`config.mk`:
```
export PLATFORM = sky130hd
export DESIGN_NAME = ezr_regs
export DESIGN_NICKNAME = d
export VERILOG_FILES = /design/src/pkg/ezr_pkg.sv /design/src/rtl/ezr_regs.sv
export SDC_FILE = /design/constraint.sdc
export NUM_CORES = 1
export LEC_CHECK = 0
export ABC_AREA = 1
export BUFFER_PORTS_ARGS = -buffer_cell sky130_fd_sc_hd__buf_2
export CAP_MARGIN = 25
export CORE_MARGIN = 2
export CORE_UTILIZATION = 40
export CTS_BUF_LIST = sky130_fd_sc_hd__clkbuf_4 sky130_fd_sc_hd__clkbuf_8
export CTS_CLUSTER_DIAMETER = 150
export DETAILED_ROUTE_END_ITERATION = 6
export PLACE_DENSITY = 0.83
export SLEW_MARGIN = 20
export SYNTH_ARGS = -nofsm -noshare
export SYNTH_HDL_FRONTEND = slang
export SYNTH_SLANG_ARGS = --single-unit
```
`constraint.sdc`:
```
create_clock -name sys_clk -period 2.2 [get_ports sys_clk]
set_input_delay 0.11 -clock sys_clk [delete_from_list [all_inputs] [get_ports sys_clk]]
set_output_delay 0.11 -clock sys_clk [all_outputs]
set_load 0.02 [all_outputs]
```
`src/pkg/ezr_pkg.sv`:
```
/*
 * Constants, register map and bus carrier for the zero-run and
 * national-bit-seven change registers of one receive framer channel.
 * Assumes one 200 MHz clock and a synchronous microprocessor port whose
 * strobes already sit in that clock's domain.
 */
// How it works
// - state is declared when at least 2 of the last 3 bit-seven samples are 0
// - status bit 5 shows the live bit-seven zero state; writes ignored
// - status bit 1 latches on every rise and fall of that state
// - change flags hold until status is read; the read clears them
// - status bit 0 latches when zero-run detection starts and when it ends
// - enable bit 1 gates the bit-seven change interrupt; resets to 0
// - enable bit 0 gates the zero-run change interrupt; resets to 0
`default_nettype none
package ezr_pkg;
	localparam int ADDR_W = 15;
	localparam int DATA_W = 8;
	localparam logic [14:0] STATUS_ADDR = 15'h0B0E;
	localparam logic [14:0] ENABLE_ADDR = 15'h0B0F;
	localparam int ZR_FLAG_BIT = 0;
	localparam int S7_FLAG_BIT = 1;
	localparam int S7_STATE_BIT = 5;
	localparam int ZR_EN_BIT = 0;
	localparam int S7_EN_BIT = 1;
	localparam int OBS_DEPTH = 3;
	localparam int ZERO_QUORUM = 2;
	localparam logic [2:0] OBS_RESET = 3'h7;
	localparam logic [7:0] DATA_RESET = 8'h00;
	localparam logic [1:0] ENABLE_RESET = 2'h0;

	typedef struct packed {
		logic rd;
		logic wr;
		logic [14:0] addr;
		logic [7:0] wdata;
	} ezr_bus_req_s;
endpackage : ezr_pkg
`default_nettype wire

```
`src/rtl/ezr_regs.sv`:
```
/*
 * Status and interrupt enable registers for the bit-seven zero state and
 * the zero-run condition, with read-to-clear change flags.
 * Assumes bus strobes, bit-seven sample strobe and zero-run level are all
 * produced by logic on sys_clk.
 */
`timescale 1ns/1ps
`default_nettype none
module ezr_regs (
	input wire logic sys_clk,
	input wire logic nrst,
	input wire ezr_pkg::ezr_bus_req_s bus_req,
	input wire logic national_bit_seven,
	input wire logic national_bit_seven_vld,
	input wire logic zero_run_det,
	output logic [7:0] rd_data_r,
	output logic irq_r
);
	logic [2:0] obs_r;
	logic sa7_zero_state_r;
	logic sa7_zero_state_nxt;
	logic zero_run_det_d_r;
	logic sa7_zero_change_flag_r;
	logic zero_run_change_flag_r;
	logic sa7_zero_change_irq_en_r;
	logic zero_run_change_irq_en_r;
	logic [2:0] obs_nxt;
	logic [1:0] zero_cnt;
	logic status_rd;
	logic enable_rd;
	logic enable_wr;
	logic s7_evt;
	logic zr_evt;
	logic [7:0] status_val;
	logic [7:0] enable_val;

	assign status_rd = bus_req.rd && bus_req.addr == ezr_pkg::STATUS_ADDR;
	assign enable_rd = bus_req.rd && bus_req.addr == ezr_pkg::ENABLE_ADDR;
	assign enable_wr = bus_req.wr && bus_req.addr == ezr_pkg::ENABLE_ADDR;

	// newest sample enters bit 0; window of the last three samples
	assign obs_nxt = {obs_r[1:0], national_bit_seven};
	always_comb begin
		zero_cnt = 2'h0;
		for (int i = 0; i < ezr_pkg::OBS_DEPTH; i++) begin
			zero_cnt = zero_cnt + {1'b0, ~obs_nxt[i]};
		end
		sa7_zero_state_nxt = zero_cnt >= 2'(ezr_pkg::ZERO_QUORUM);
	end

	always_ff @(posedge sys_clk) begin
		if (!nrst) begin
			obs_r <= ezr_pkg::OBS_RESET;
			sa7_zero_state_r <= 1'b0;
		end else if (national_bit_seven_vld) begin
			obs_r <= obs_nxt;
			sa7_zero_state_r <= sa7_zero_state_nxt;
		end
	end

	assign s7_evt = national_bit_seven_vld &&
		(sa7_zero_state_nxt != sa7_zero_state_r);

	always_ff @(posedge sys_clk) begin
		if (!nrst) begin
			zero_run_det_d_r <= 1'b0;
		end else begin
			zero_run_det_d_r <= zero_run_det;
		end
	end

	assign zr_evt = zero_run_det != zero_run_det_d_r;

	// a new event in the cycle of the read survives the clear
	always_ff @(posedge sys_clk) begin
		if (!nrst) begin
			sa7_zero_change_flag_r <= 1'b0;
			zero_run_change_flag_r <= 1'b0;
		end else begin
			if (s7_evt) begin
				sa7_zero_change_flag_r <= 1'b1;
			end else if (status_rd) begin
				sa7_zero_change_flag_r <= 1'b0;
			end
			if (zr_evt) begin
				zero_run_change_flag_r <= 1'b1;
			end else if (status_rd) begin
				zero_run_change_flag_r <= 1'b0;
			end
		end
	end

	always_ff @(posedge sys_clk) begin
		if (!nrst) begin
			{sa7_zero_change_irq_en_r, zero_run_change_irq_en_r} <=
				ezr_pkg::ENABLE_RESET;
		end else if (enable_wr) begin
			sa7_zero_change_irq_en_r <=
				bus_req.wdata[ezr_pkg::S7_EN_BIT];
			zero_run_change_irq_en_r <=
				bus_req.wdata[ezr_pkg::ZR_EN_BIT];
		end
	end

	always_comb begin
		status_val = ezr_pkg::DATA_RESET;
		status_val[ezr_pkg::S7_STATE_BIT] = sa7_zero_state_r;
		status_val[ezr_pkg::S7_FLAG_BIT] = sa7_zero_change_flag_r;
		status_val[ezr_pkg::ZR_FLAG_BIT] = zero_run_change_flag_r;
		enable_val = ezr_pkg::DATA_RESET;
		enable_val[ezr_pkg::S7_EN_BIT] = sa7_zero_change_irq_en_r;
		enable_val[ezr_pkg::ZR_EN_BIT] = zero_run_change_irq_en_r;
	end

	// read data is captured on the read strobe and holds until the next read
	always_ff @(posedge sys_clk) begin
		if (!nrst) begin
			rd_data_r <= ezr_pkg::DATA_RESET;
		end else if (bus_req.rd) begin
			rd_data_r <= status_rd ? status_val :
				enable_rd ? enable_val : ezr_pkg::DATA_RESET;
		end
	end

	// follows the flags one cycle later
	always_ff @(posedge sys_clk) begin
		if (!nrst) begin
			irq_r <= 1'b0;
		end else begin
			irq_r <= (sa7_zero_change_flag_r && sa7_zero_change_irq_en_r) ||
				(zero_run_change_flag_r && zero_run_change_irq_en_r);
		end
	end

	property p_zr_flag_holds;
		@(posedge sys_clk) disable iff (!nrst)
		zero_run_change_flag_r && !status_rd |=> zero_run_change_flag_r;
	endproperty
	a_zr_flag_holds: assert property (p_zr_flag_holds)
		else $error("zero-run change flag dropped without a read");

	property p_state_two_of_three;
		@(posedge sys_clk) disable iff (!nrst)
		national_bit_seven_vld && (obs_nxt == 3'h0 || obs_nxt == 3'h1 ||
			obs_nxt == 3'h2 || obs_nxt == 3'h4) |=> sa7_zero_state_r;
	endproperty
	a_state_two_of_three: assert property (p_state_two_of_three)
		else $error("zero state not declared on two zero samples");

	property p_state_clear;
		@(posedge sys_clk) disable iff (!nrst)
		national_bit_seven_vld && (obs_nxt == 3'h7 || obs_nxt == 3'h6 ||
			obs_nxt == 3'h5 || obs_nxt == 3'h3) |=> !sa7_zero_state_r;
	endproperty
	a_state_clear: assert property (p_state_clear)
		else $error("zero state declared with fewer than two zeros");

	property p_live_bit;
		@(posedge sys_clk) disable iff (!nrst)
		status_rd |=> rd_data_r[5] == $past(sa7_zero_state_r) &&
			rd_data_r[4:2] == 3'h0;
	endproperty
	a_live_bit: assert property (p_live_bit)
		else $error("status bit 5 does not show live zero state");

	property p_s7_flag_set;
		@(posedge sys_clk) disable iff (!nrst)
		$changed(sa7_zero_state_r) |-> sa7_zero_change_flag_r;
	endproperty
	a_s7_flag_set: assert property (p_s7_flag_set)
		else $error("bit-seven change flag missed a state change");

	property p_read_clears;
		@(posedge sys_clk) disable iff (!nrst)
		status_rd && !s7_evt && !zr_evt |=>
			!sa7_zero_change_flag_r && !zero_run_change_flag_r;
	endproperty
	a_read_clears: assert property (p_read_clears)
		else $error("status read did not clear change flags");

	property p_flag_holds;
		@(posedge sys_clk) disable iff (!nrst)
		sa7_zero_change_flag_r && !status_rd |=> sa7_zero_change_flag_r;
	endproperty
	a_flag_holds: assert property (p_flag_holds)
		else $error("change flag dropped without a read");

	property p_zr_flag_set;
		@(posedge sys_clk) disable iff (!nrst)
		$rose(zero_run_det) or $fell(zero_run_det) |=>
			zero_run_change_flag_r;
	endproperty
	a_zr_flag_set: assert property (p_zr_flag_set)
		else $error("zero-run change flag missed an edge");

	property p_en_s7;
		@(posedge sys_clk) disable iff (!nrst)
		enable_wr |=> sa7_zero_change_irq_en_r == $past(bus_req.wdata[1]);
	endproperty
	a_en_s7: assert property (p_en_s7)
		else $error("bit-seven enable not written");

	property p_en_zr;
		@(posedge sys_clk) disable iff (!nrst)
		enable_wr |=> zero_run_change_irq_en_r == $past(bus_req.wdata[0]);
	endproperty
	a_en_zr: assert property (p_en_zr)
		else $error("zero-run enable not written");

	property p_irq;
		@(posedge sys_clk) disable iff (!nrst)
		##1 irq_r == $past((sa7_zero_change_flag_r &&
			sa7_zero_change_irq_en_r) || (zero_run_change_flag_r &&
			zero_run_change_irq_en_r));
	endproperty
	a_irq: assert property (p_irq)
		else $error("interrupt request does not match enabled flags");

	property p_irq_drops;
		@(posedge sys_clk) disable iff (!nrst)
		status_rd && !s7_evt && !zr_evt |-> ##2 !irq_r;
	endproperty
	a_irq_drops: assert property (p_irq_drops)
		else $error("interrupt request stayed up after flags cleared");
endmodule : ezr_regs
`default_nettype wire

```
# Word level (Yosys, flattened, before mapping)
# Cells that the tools add are included.
# word_totals
register_bits	17
input_bits	30
word_cells	33
# op_classes
add_sub_neg	2
magnitude_cmp	1
n_eq_ne	4
mux	5
bitwise	3
n_reduce_logical	9
# op_table
operator	n
== test 15 x 12 -> 1 bit (second input constant)	2
logical AND 1 bit	6
2-to-1 mux 6 bit	1
nonzero test 2 bit	2
2-to-1 mux 1 bit	3
inverter 1 bit	3
adder 1 x 1 -> 2 bit	1
adder 2 x 1 -> 2 bit	1
>= comparator 2 bit (second input constant)	1
2-to-1 mux 2 bit	1
!= test 1 bit	2
logical OR 1 bit	1

# Depth between registers and ports, before layout
# Gate-level depths: netlist of run 1.
# logic_depth
ltp_word	7
depth_mapped	8

# Worst setup path after synthesis of run 1
# OpenSTA, ideal clock, no wires.
# synth_path
path_type	flip-flop to flip-flop
start	register obs_r[1]
end	register sa7_zero_change_flag_r
setup_time_ps	70
arrival_time_ps	1046
required_time_ps	2130
path_slack_ps	1084
stages_incl_launch_ff	7
cell_sequence	dfxtp_1 inv_1 ha_1 a21o_1 a21oi_1 o21ai_0 a21oi_1
# synth_between
elab_chain_cells	6
# synth_rtl
element	line	source
start: declaration	ezr_regs.sv:19	logic [2:0] obs_r;
start signal: assignment	ezr_regs.sv:53	obs_r <= ezr_pkg::OBS_RESET;
start signal: assignment	ezr_regs.sv:56	obs_r <= obs_nxt;
inverter 1 bit *	ezr_regs.sv:46	zero_cnt = zero_cnt + {1'b0, ~obs_nxt[i]};
adder 2 x 1 -> 2 bit *	ezr_regs.sv:46	
>= comparator 2 bit *	ezr_regs.sv:48	sa7_zero_state_nxt = zero_cnt >= 2'(ezr_pkg::ZERO_QUORUM);
!= test 1 bit *	ezr_regs.sv:62	(sa7_zero_state_nxt != sa7_zero_state_r);
logical AND 1 bit *	ezr_regs.sv:61	assign s7_evt = national_bit_seven_vld &&
2-to-1 mux 1 bit or nonzero test 2 bit (tied branches)	--	
end signal: assignment	ezr_regs.sv:77	sa7_zero_change_flag_r <= 1'b0;
end signal: assignment	ezr_regs.sv:81	sa7_zero_change_flag_r <= 1'b1;
end signal: assignment	ezr_regs.sv:83	sa7_zero_change_flag_r <= 1'b0;
end: declaration	ezr_regs.sv:23	logic sa7_zero_change_flag_r;
# Mark *: on every way between the ends. The rest lies on a longest branch, timed or not.
# A chain may end at the register's enable or synchronous reset.

# Worst setup path in the final report of run 1
# Same ends and word-level chain as after synthesis.

==> impl_metrics.ini, run 1 <==
[final_layout]
final_common_cell = buf_2
diodes = 0
mostFrequentLayoutCells = 27 x buf_2, 13 x inv_1, 12 x dfxtp_1, 11 x nand2_1, 10 x nor2_1
num-fill-cells = 165
fin_area_um2 = 833.3
final_util_pct = 54.06
area_growth_pct = 24.49
final_layout_size_suffix_gt1_share_pct = 33.06
fin_nets = 153

[global_route]
busiest_layer = met2
antenna_found_initial = 0
grt_first_pass_wirelength_um = 2201
grt_use_met3_pct = 4.000
use_met2_pct = 28.12
grt_pass1_vias = 589
grt_use_total_pct = 15.19
grt_max_degree = 12
met1_usage_pct = 15.80
gr-total-overflow = 0

[clocking]
post-cts-setup-buffers = 0
htree_levels = 1
cts_root_buf = clkbuf_4
cts_tree = yes
cts.sinks = 12
clk_latency_ps = 270
cts_buffers = 3
clockBufferDepth = 2
post_cts_resize_count = 0
cts.reportedPaths.clkPinSlew_ps = 80
hold_buffers = 0

[power_and_ir_drop]
cellPowerDensity_mw_per_mm2 = 581.4
p_seq_share_pct = 48.0
comb_power_share_pct = 16.1
clockPowerShare_pct = 35.9
intPower_w = 0.0003594
power.leakage_nw = 0.4380
p_sw_share_pct = 25.82
p_switching_w = 0.0001251
peakVddDrop_v = 0.0004225

[worst_setup_path]
critPathMaxStageDelay_ps = 310
timing.critical_path.from = obs_r[1]
worst_ep_arrival_time_ps = 1450
cp-start-kind = register
worstPathRequired_ps = 2400
crit_cells = 6
endpoint_kind = register
crit_top_cell = a21oi_1
crit_type = register to register
cp_top_family = compound AO/OA/AOI/OAI gates
r2r_cells = 6
cp_cell_sequence = inv_1 > ha_1 > a21o_1 > a21oi_1 > o21ai_0 > a21oi_1
crit_path_top_delay_cell = dfxtp_1
path_buf_inv = 1
r2r-start = obs_r[1]
cp_max_fo = 3

[die]
num_io_pins = 39
placementRows = 14
die_w_um = 44.91
die_h_um = 44.91
initial_utilization_pct = 43.43
core_area_mm2 = 0.001541
die-area_mm2 = 0.002017

[run]
maxCapViolCount = 0

[synth]
synth_area_leaders = dfxtp_1 36%, nand4_1 8.4%, inv_1 7.3%, a21oi_1 6.7%, nand2_1 6.2%
synth-seq-cells = 12
avgSynthCellArea_um2 = 7.276
ys_types = 18
syn_inst = 92
netlist_area_um2 = 669.4
ys_seq_area_share_pct = 35.89
synth.top_cell.area_share_pct = 35.89
ys.warnings.count = 0
synth_area_leader_cell = dfxtp_1

[sta]
final.min_clock_period_ps = 1242
min_period_over_period_pct = 56.46
fmax_mhz = 805.0
setup-tns-final_ps = 0
setup_viol_count_final = 0
finClkSkew_ps = 2.833
slew_viol_final = 0
hold_viol_final = 0
rsz0062_at_grt = no

[place]
routabilityCongestion = 0.7232
place_hpwl_um = 1171
placed_cell_area_um2 = 797.0
portBuffers = 27

[worst_hold_path]
hold_path.startpoint = nrst
hold_path_class = input port to register
hold_depth = 3

[routing]
drt_iter0_markers = 4
viasPerCell = 4.985
drtAntennaViolNets = 0
first_pass_iters = 4
drc = 0
wl_per_cell_um = 10.07
vias = 683
drt_wl_total_um = 1380

[run_status]
status = finished, final reports clean
==> stage by stage <==
step | cells | setup WS [ps] | total power, W | hold WS, ps
after floorplan | 96 | 1084 | 0.0002866 | 203.5
after global placement | 133 | 1037 | 0.0003107 | 304.1
after detailed placement | 133 | 982.5 | 0.0003160 | 312.4
after CTS | 137 | 956.1 | 0.0004918 | 20.57
after global routing | 137 | 814.3 | 0.0005071 | 43.08
final | 137 | 957.8 | 0.0004845 | 33.18
==> path summary, 6_finish.rpt <==
path | end | slack, ps
max | sa7_zero_change_flag_r | 960
min | zero_run_det_d_r | 30
max reg2reg | sa7_zero_change_flag_r | 960
min reg2reg | rd_data_r[5] | 470
==> worst register-to-register path: cells and delay by family, from the launching register on <==
family	cells	cell delay, ps
buf+inv	1	40
compound gates	4	550
fa+ha+maj	1	280
flops	1	310
==> power groups by stage <==
stage	combinational, W	clock (W)	sequential, W
after floorplan	0.0000478	0	0.000239
after global routing	0.0000881	0.000185	0.000234
after global placement	0.0000733	0	0.000237
final	0.0000779	0.000174	0.000232
after CTS	0.0000787	0.000180	0.000233
after detailed placement	0.0000782	0	0.000238
==> Yosys cell counts <==
library cell and instances:
a21o_1 1, a21oi_1 9, buf_2 1, buf_4 5, conb_1 1, dfxtp_1 12
ha_1 1, inv_1 13, nand2_1 11, nand2_2 2, nand3_1 5, nand3b_4 1
nand4_1 9, nor2_1 10, nor2_2 4, nor2_4 2, o21ai_0 4, xnor2_1 1
==> flip-flops by register name, indices dropped and copies added (netlist names) <==
signal and flops:
zero_run_change_irq_en_r 1, irq_r 1, obs_r 2, rd_data_r 3, zero_run_change_flag_r 1, sa7_zero_state_r 1
zero_run_det_d_r 1, sa7_zero_change_irq_en_r 1, sa7_zero_change_flag_r 1
==> per-layer routing <==
layer  wire (µm)  up-vias
li1            -      350
met1         530      305
met2         710       28
met3         138        0
met4           0        0
met5           0        -
==> layout make-up <==
| cell class | instances | area, µm² | area share (%) |
|---|---|---|---|
| Tap cell | 16 | 20.02 | 2.402 |
| Sequential cell | 12 | 240.2 | 28.83 |
| Multi-Input combinational cell | 65 | 352.8 | 42.34 |
| Inverter | 13 | 48.80 | 5.856 |
| Clock buffer | 4 | 36.28 | 4.354 |
| Timing Repair Buffer | 27 | 135.1 | 16.22 |
==> cells by family after synthesis <==
family / count (synthesis) / synth area share, %
AOI/OAI and AO/OA: 14 / 10.84
xor gates and xnor gates: 1 / 1.309
adders and majority gates: 1 / 1.869
buffers and inverters: 19 / 13.65
DFF: 12 / 35.89
other: 1 / 0.5602
and+or+nand+nor: 44 / 35.89
(Power assumes the default switching activity.)
==> run 2: changes to the inputs <==
PLACE_DENSITY = 0.86   (was 0.83)
clock period = 1.05 ns   (was 2.2 ns; I/O delays follow)
==> impl_metrics.ini, run 2 (same netlist as run 1, synthesis figures left out) <==
[run_status]
status = complete, but fails checks
violations = setup timing

[place]
routabilityCongestion = 0.7536
post-place-ws_ps = -113.2
portBuffers = 27
place_hpwl_um = 1080
placed_cell_area_um2 = 797.0

[run]
maxCapViolCount = 0

[sta]
finClkSkew_ps = 1.371
rsz0062_at_grt = yes
fmax_mhz = 820.6
whs_ps = 36.92
hold_viol_final = 0
setup_viol_count_final = 2
fin_ws_ps = -168.7
final.min_clock_period_ps = 1219
slew_viol_final = 0
min_period_over_period_pct = 116.1

[routing]
vias = 673
wl_per_cell_um = 10.14
viasPerCell = 4.842
drt_iter0_markers = 1
drc = 0
first_pass_iters = 4
drtAntennaViolNets = 0
drt_wl_total_um = 1410

[global_route]
gr-total-overflow = 0
grt_pass1_vias = 573
grt_first_pass_wirelength_um = 2152
busiest_layer = met2
use_met2_pct = 25.22
grt_use_met3_pct = 3.600
met1_usage_pct = 16.75
grt_use_total_pct = 14.59
antenna_found_initial = 0
grt_max_degree = 12

[worst_setup_path]
cp_max_fo = 3
worstPathRequired_ps = 1250
endpoint_kind = register
crit_type = register to register
cp-start-kind = register
worst_ep_arrival_time_ps = 1420

[clocking]
clockBufferDepth = 2
cts_tree = yes
clk_latency_ps = 260
cts_root_buf = clkbuf_4
cts_buffers = 3
cts.reportedPaths.clkPinSlew_ps = 70
htree_levels = 1
cts.sinks = 12

[die]
die-area_mm2 = 0.002017
core_area_mm2 = 0.001541
die_w_um = 44.91
placementRows = 14
num_io_pins = 39
initial_utilization_pct = 43.43
die_h_um = 44.91

[worst_hold_path]
hold_path_class = input port to register

[final_layout]
max_flop_register = rd_data_r
diodes = 0
reg_top3 = rd_data_r: 3 flops, obs_r: 2 flops
fin_area_um2 = 860.8
final_common_cell = buf_2
final_layout_size_suffix_gt1_share_pct = 34.96
num-fill-cells = 148
largest_reg_flops = 3
area_growth_pct = 28.60
fin_nets = 156
mostFrequentLayoutCells = 27 x buf_2, 12 x inv_1, 11 x nand2_1, 11 x dfxtp_1, 10 x nor2_1

[power_and_ir_drop]
cellPowerDensity_mw_per_mm2 = 1084
peakVddDrop_v = 0.0006274
power.leakage_nw = 0.4415
## run 2: area by class of cell
class                      count  area (µm²)  area share [%]
multi-input combinational     65       365.4           42.44
sequential                    12       241.5           28.05
timing repair buffer          30       162.7           18.90
inverter                      13       48.80           5.669
clock buffer                   3       22.52           2.616
tap                           16       20.02           2.326
## run 2: worst max-delay path, cell delays in order, from the launching register on
cell and delay [ps]:
dfxtp_2 330, inv_2 50, ha_4 220, a21o_1 200, a21oi_1 150, o21ai_1 80, a21oi_1 130
## run 2: final timing paths
kind,depth (start not counted),endpoint,startpoint,slack [ps]
worst max-delay path,6,sa7_zero_change_flag_r,obs_r[1],-170
worst max register to register,6,sa7_zero_change_flag_r,obs_r[1],-170
worst min-delay path,3,obs_r[0],national_bit_seven,40
worst min register to register,2,rd_data_r[5],rd_data_r[5],460
## run 2: power breakdown
group / leakage [nW] / internal, W / total [W] / switching [W]
Combinational: 0.329 / 0.0000769 / 0.000178 / 0.000101
Clock: 0.0138 / 0.000132 / 0.000266 / 0.000134
Sequential: 0.0982 / 0.000476 / 0.000489 / 0.0000126
## run 2: routing by layer
layer / vias to the layer above / part of all wire (%)
met1: 291 / 41
met3: 0 / 8.9
met4: 0 / 0
li1: 354 / -
met5: - / 0
met2: 28 / 50
## run 2: timing repair
item                                   4_1_cts  5_1_grt
setup endpoints to repair                    2        3
setup buffers                                0        1
cloned                                       0        0
pin swaps                                    0        4
endpoints found under the hold margin        1        0
hold buffers                                 2        0
gates resized for setup                      0        3
## run 2: stage by stage
| step | std cells | total power (W) | utilization, % | TNS [ps] |
|---|---|---|---|---|
| 6_report | 139 | 0.0009332 | 55.84 | -214.6 |
| 5_1_grt | 139 | 0.001003 | 55.84 | -333.7 |
| 4_1_cts | 138 | 0.0009444 | 54.46 | -194.3 |
| 3_5_place_dp | 133 | 0.0006603 | 51.70 | -152.9 |
| 3_3_place_gp | 133 | 0.0006525 | 51.70 | -80.48 |
| 2_1_floorplan | 96 | 0.0006012 | - | -36.96 |
==> run 3: changes to the inputs <==
CORE_UTILIZATION = 37   (was 40)
CTS_BUF_LIST = not set   (was sky130_fd_sc_hd__clkbuf_4 sky130_fd_sc_hd__clkbuf_8)
PLACE_DENSITY = 0.81   (was 0.86)
==> impl_metrics.ini, run 3 (same netlist as run 1, synthesis figures left out) <==
[clocking]
cts_root_buf = clkbuf_4
htree_levels = 1
clk_latency_ps = 270
cts_buffers = 3
cts.sinks = 12
cts.reportedPaths.clkPinSlew_ps = 70
cts_tree = yes
clockBufferDepth = 2

[run_status]
violations = setup timing
status = complete, but fails checks

[sta]
setup-tns-final_ps = -183.3
setup_viol_count_final = 2
whs_ps = 16.41
finClkSkew_ps = 2.485
hold_viol_final = 0
final.min_clock_period_ps = 1168
fmax_mhz = 855.9
fin_ws_ps = -118.4
slew_viol_final = 0
rsz0062_at_grt = yes
min_period_over_period_pct = 111.3

[power_and_ir_drop]
comb_power_share_pct = 17.9
p_seq_share_pct = 47.1
cellPowerDensity_mw_per_mm2 = 1152
intPower_w = 0.0007691
p_sw_share_pct = 25.87
power.leakage_nw = 0.4483
p_switching_w = 0.0002685
p_total_w = 0.001038
peakVddDrop_v = 0.0006779
clockPowerShare_pct = 34.9

[routing]
vias = 670
drtAntennaViolNets = 0
drt_iter0_markers = 3
drc = 0
drt_wl_total_um = 1476
wl_per_cell_um = 9.840
viasPerCell = 4.467
first_pass_iters = 4

[final_layout]
final_layout_size_suffix_gt1_share_pct = 37.60
stdcell_count = 150
largest_reg_flops = 3
final_util_pct = 52.75
reg_top3 = rd_data_r: 3 flops, obs_r: 2 flops
num-fill-cells = 177
max_flop_register = rd_data_r
area_growth_pct = 34.58
diodes = 0
fin_nets = 157
mostFrequentLayoutCells = 27 x buf_2, 11 x inv_1, 11 x nand2_1, 11 x dfxtp_1, 10 x nor2_1
final_common_cell = buf_2

[worst_setup_path]
crit_type = register to register
timing.critical_path.from = obs_r[1]
worstPathRequired_ps = 1260
r2r-start = obs_r[1]
r2r_cells = 6
cp-start-kind = register
endpoint_kind = register
cp_max_fo = 3
worst_ep_arrival_time_ps = 1380

[place]
placed_cells = 142
portBuffers = 27
routabilityCongestion = 0.7084
place_hpwl_um = 1129

[global_route]
grt_pass1_vias = 622
grt_max_degree = 12
gr-total-overflow = 0
grt_first_pass_wirelength_um = 2235
grt_use_total_pct = 14.76
antenna_found_initial = 0

[die]
die_h_um = 46.54
initial_utilization_pct = 39.19
num_io_pins = 39
core_area_mm2 = 0.001708
placementRows = 15
die_w_um = 46.54
die-area_mm2 = 0.002166

[worst_hold_path]
hold_depth = 3
hold_path.startpoint = national_bit_seven
hold_path_class = input port to register

[run]
maxCapViolCount = 0
[run 3: path summary, 6_finish.rpt]
check | endpoint | slack (ps)
worst min-delay path | obs_r[0] | 20
worst max register to register | sa7_zero_change_flag_r | -120
worst max-delay path | sa7_zero_change_flag_r | -120
worst min register to register | rd_data_r[5] | 470
[run 3: repair_timing]
item	4_1_cts	5_1_grt
resized for setup	4	1
pin swaps	4	4
cloned	0	0
endpoints found under the setup margin	2	5
buffers inserted	0	2
hold buffers	2	0
endpoints found under the hold margin	1	0
[run 3: final cells by class]
type                       count  area [µm²]  share of cell area, %
timing repair buffer          31       170.2                  18.89
sequential                    12       241.5                  26.81
inverter                      13       52.55                  5.833
tap                           25       31.28                  3.472
clock buffer                   4       36.28                  4.028
multi-input combinational     65       369.1                  40.97
[run 3: metrics by stage]
step           setup slack [ps]  cell area (µm²)
2_1_floorplan            -36.96            684.4
3_3_place_gp             -63.84            808.3
3_5_place_dp             -161.2            808.3
4_1_cts                  -164.0            882.1
5_1_grt                  -211.9            900.9
6_report                 -118.4            900.9
[run 3: worst max-delay path: stages (launching register included)]
cell     delay [ps]
dfxtp_2         320
inv_2            70
ha_4            200
a21o_1          180
a21oi_2         130
o21ai_1          80
a21oi_1         120
[run 3: power by group through the flow]
stage / clock, W / combinational, W / sequential [W]
detailed placement: 0 / 0.000162 / 0.000498
global route: 0.000394 / 0.000209 / 0.000492
CTS: 0.000364 / 0.000176 / 0.000488
finish: 0.000363 / 0.000186 / 0.000489
floorplan: 0 / 0.000101 / 0.000500
global placement: 0 / 0.000155 / 0.000498
[run 3: layer usage]
| metal | wire (µm) | up-vias | track usage [%] |
|---|---|---|---|
| li1 | - | 360 | - |
| met1 | 584 | 281 | 14.22 |
| met2 | 759 | 27 | 30.00 |
| met3 | 113 | 2 | 2.745 |
| met4 | 19 | 0 | 5.143 |
| met5 | 0 | - | 0 |
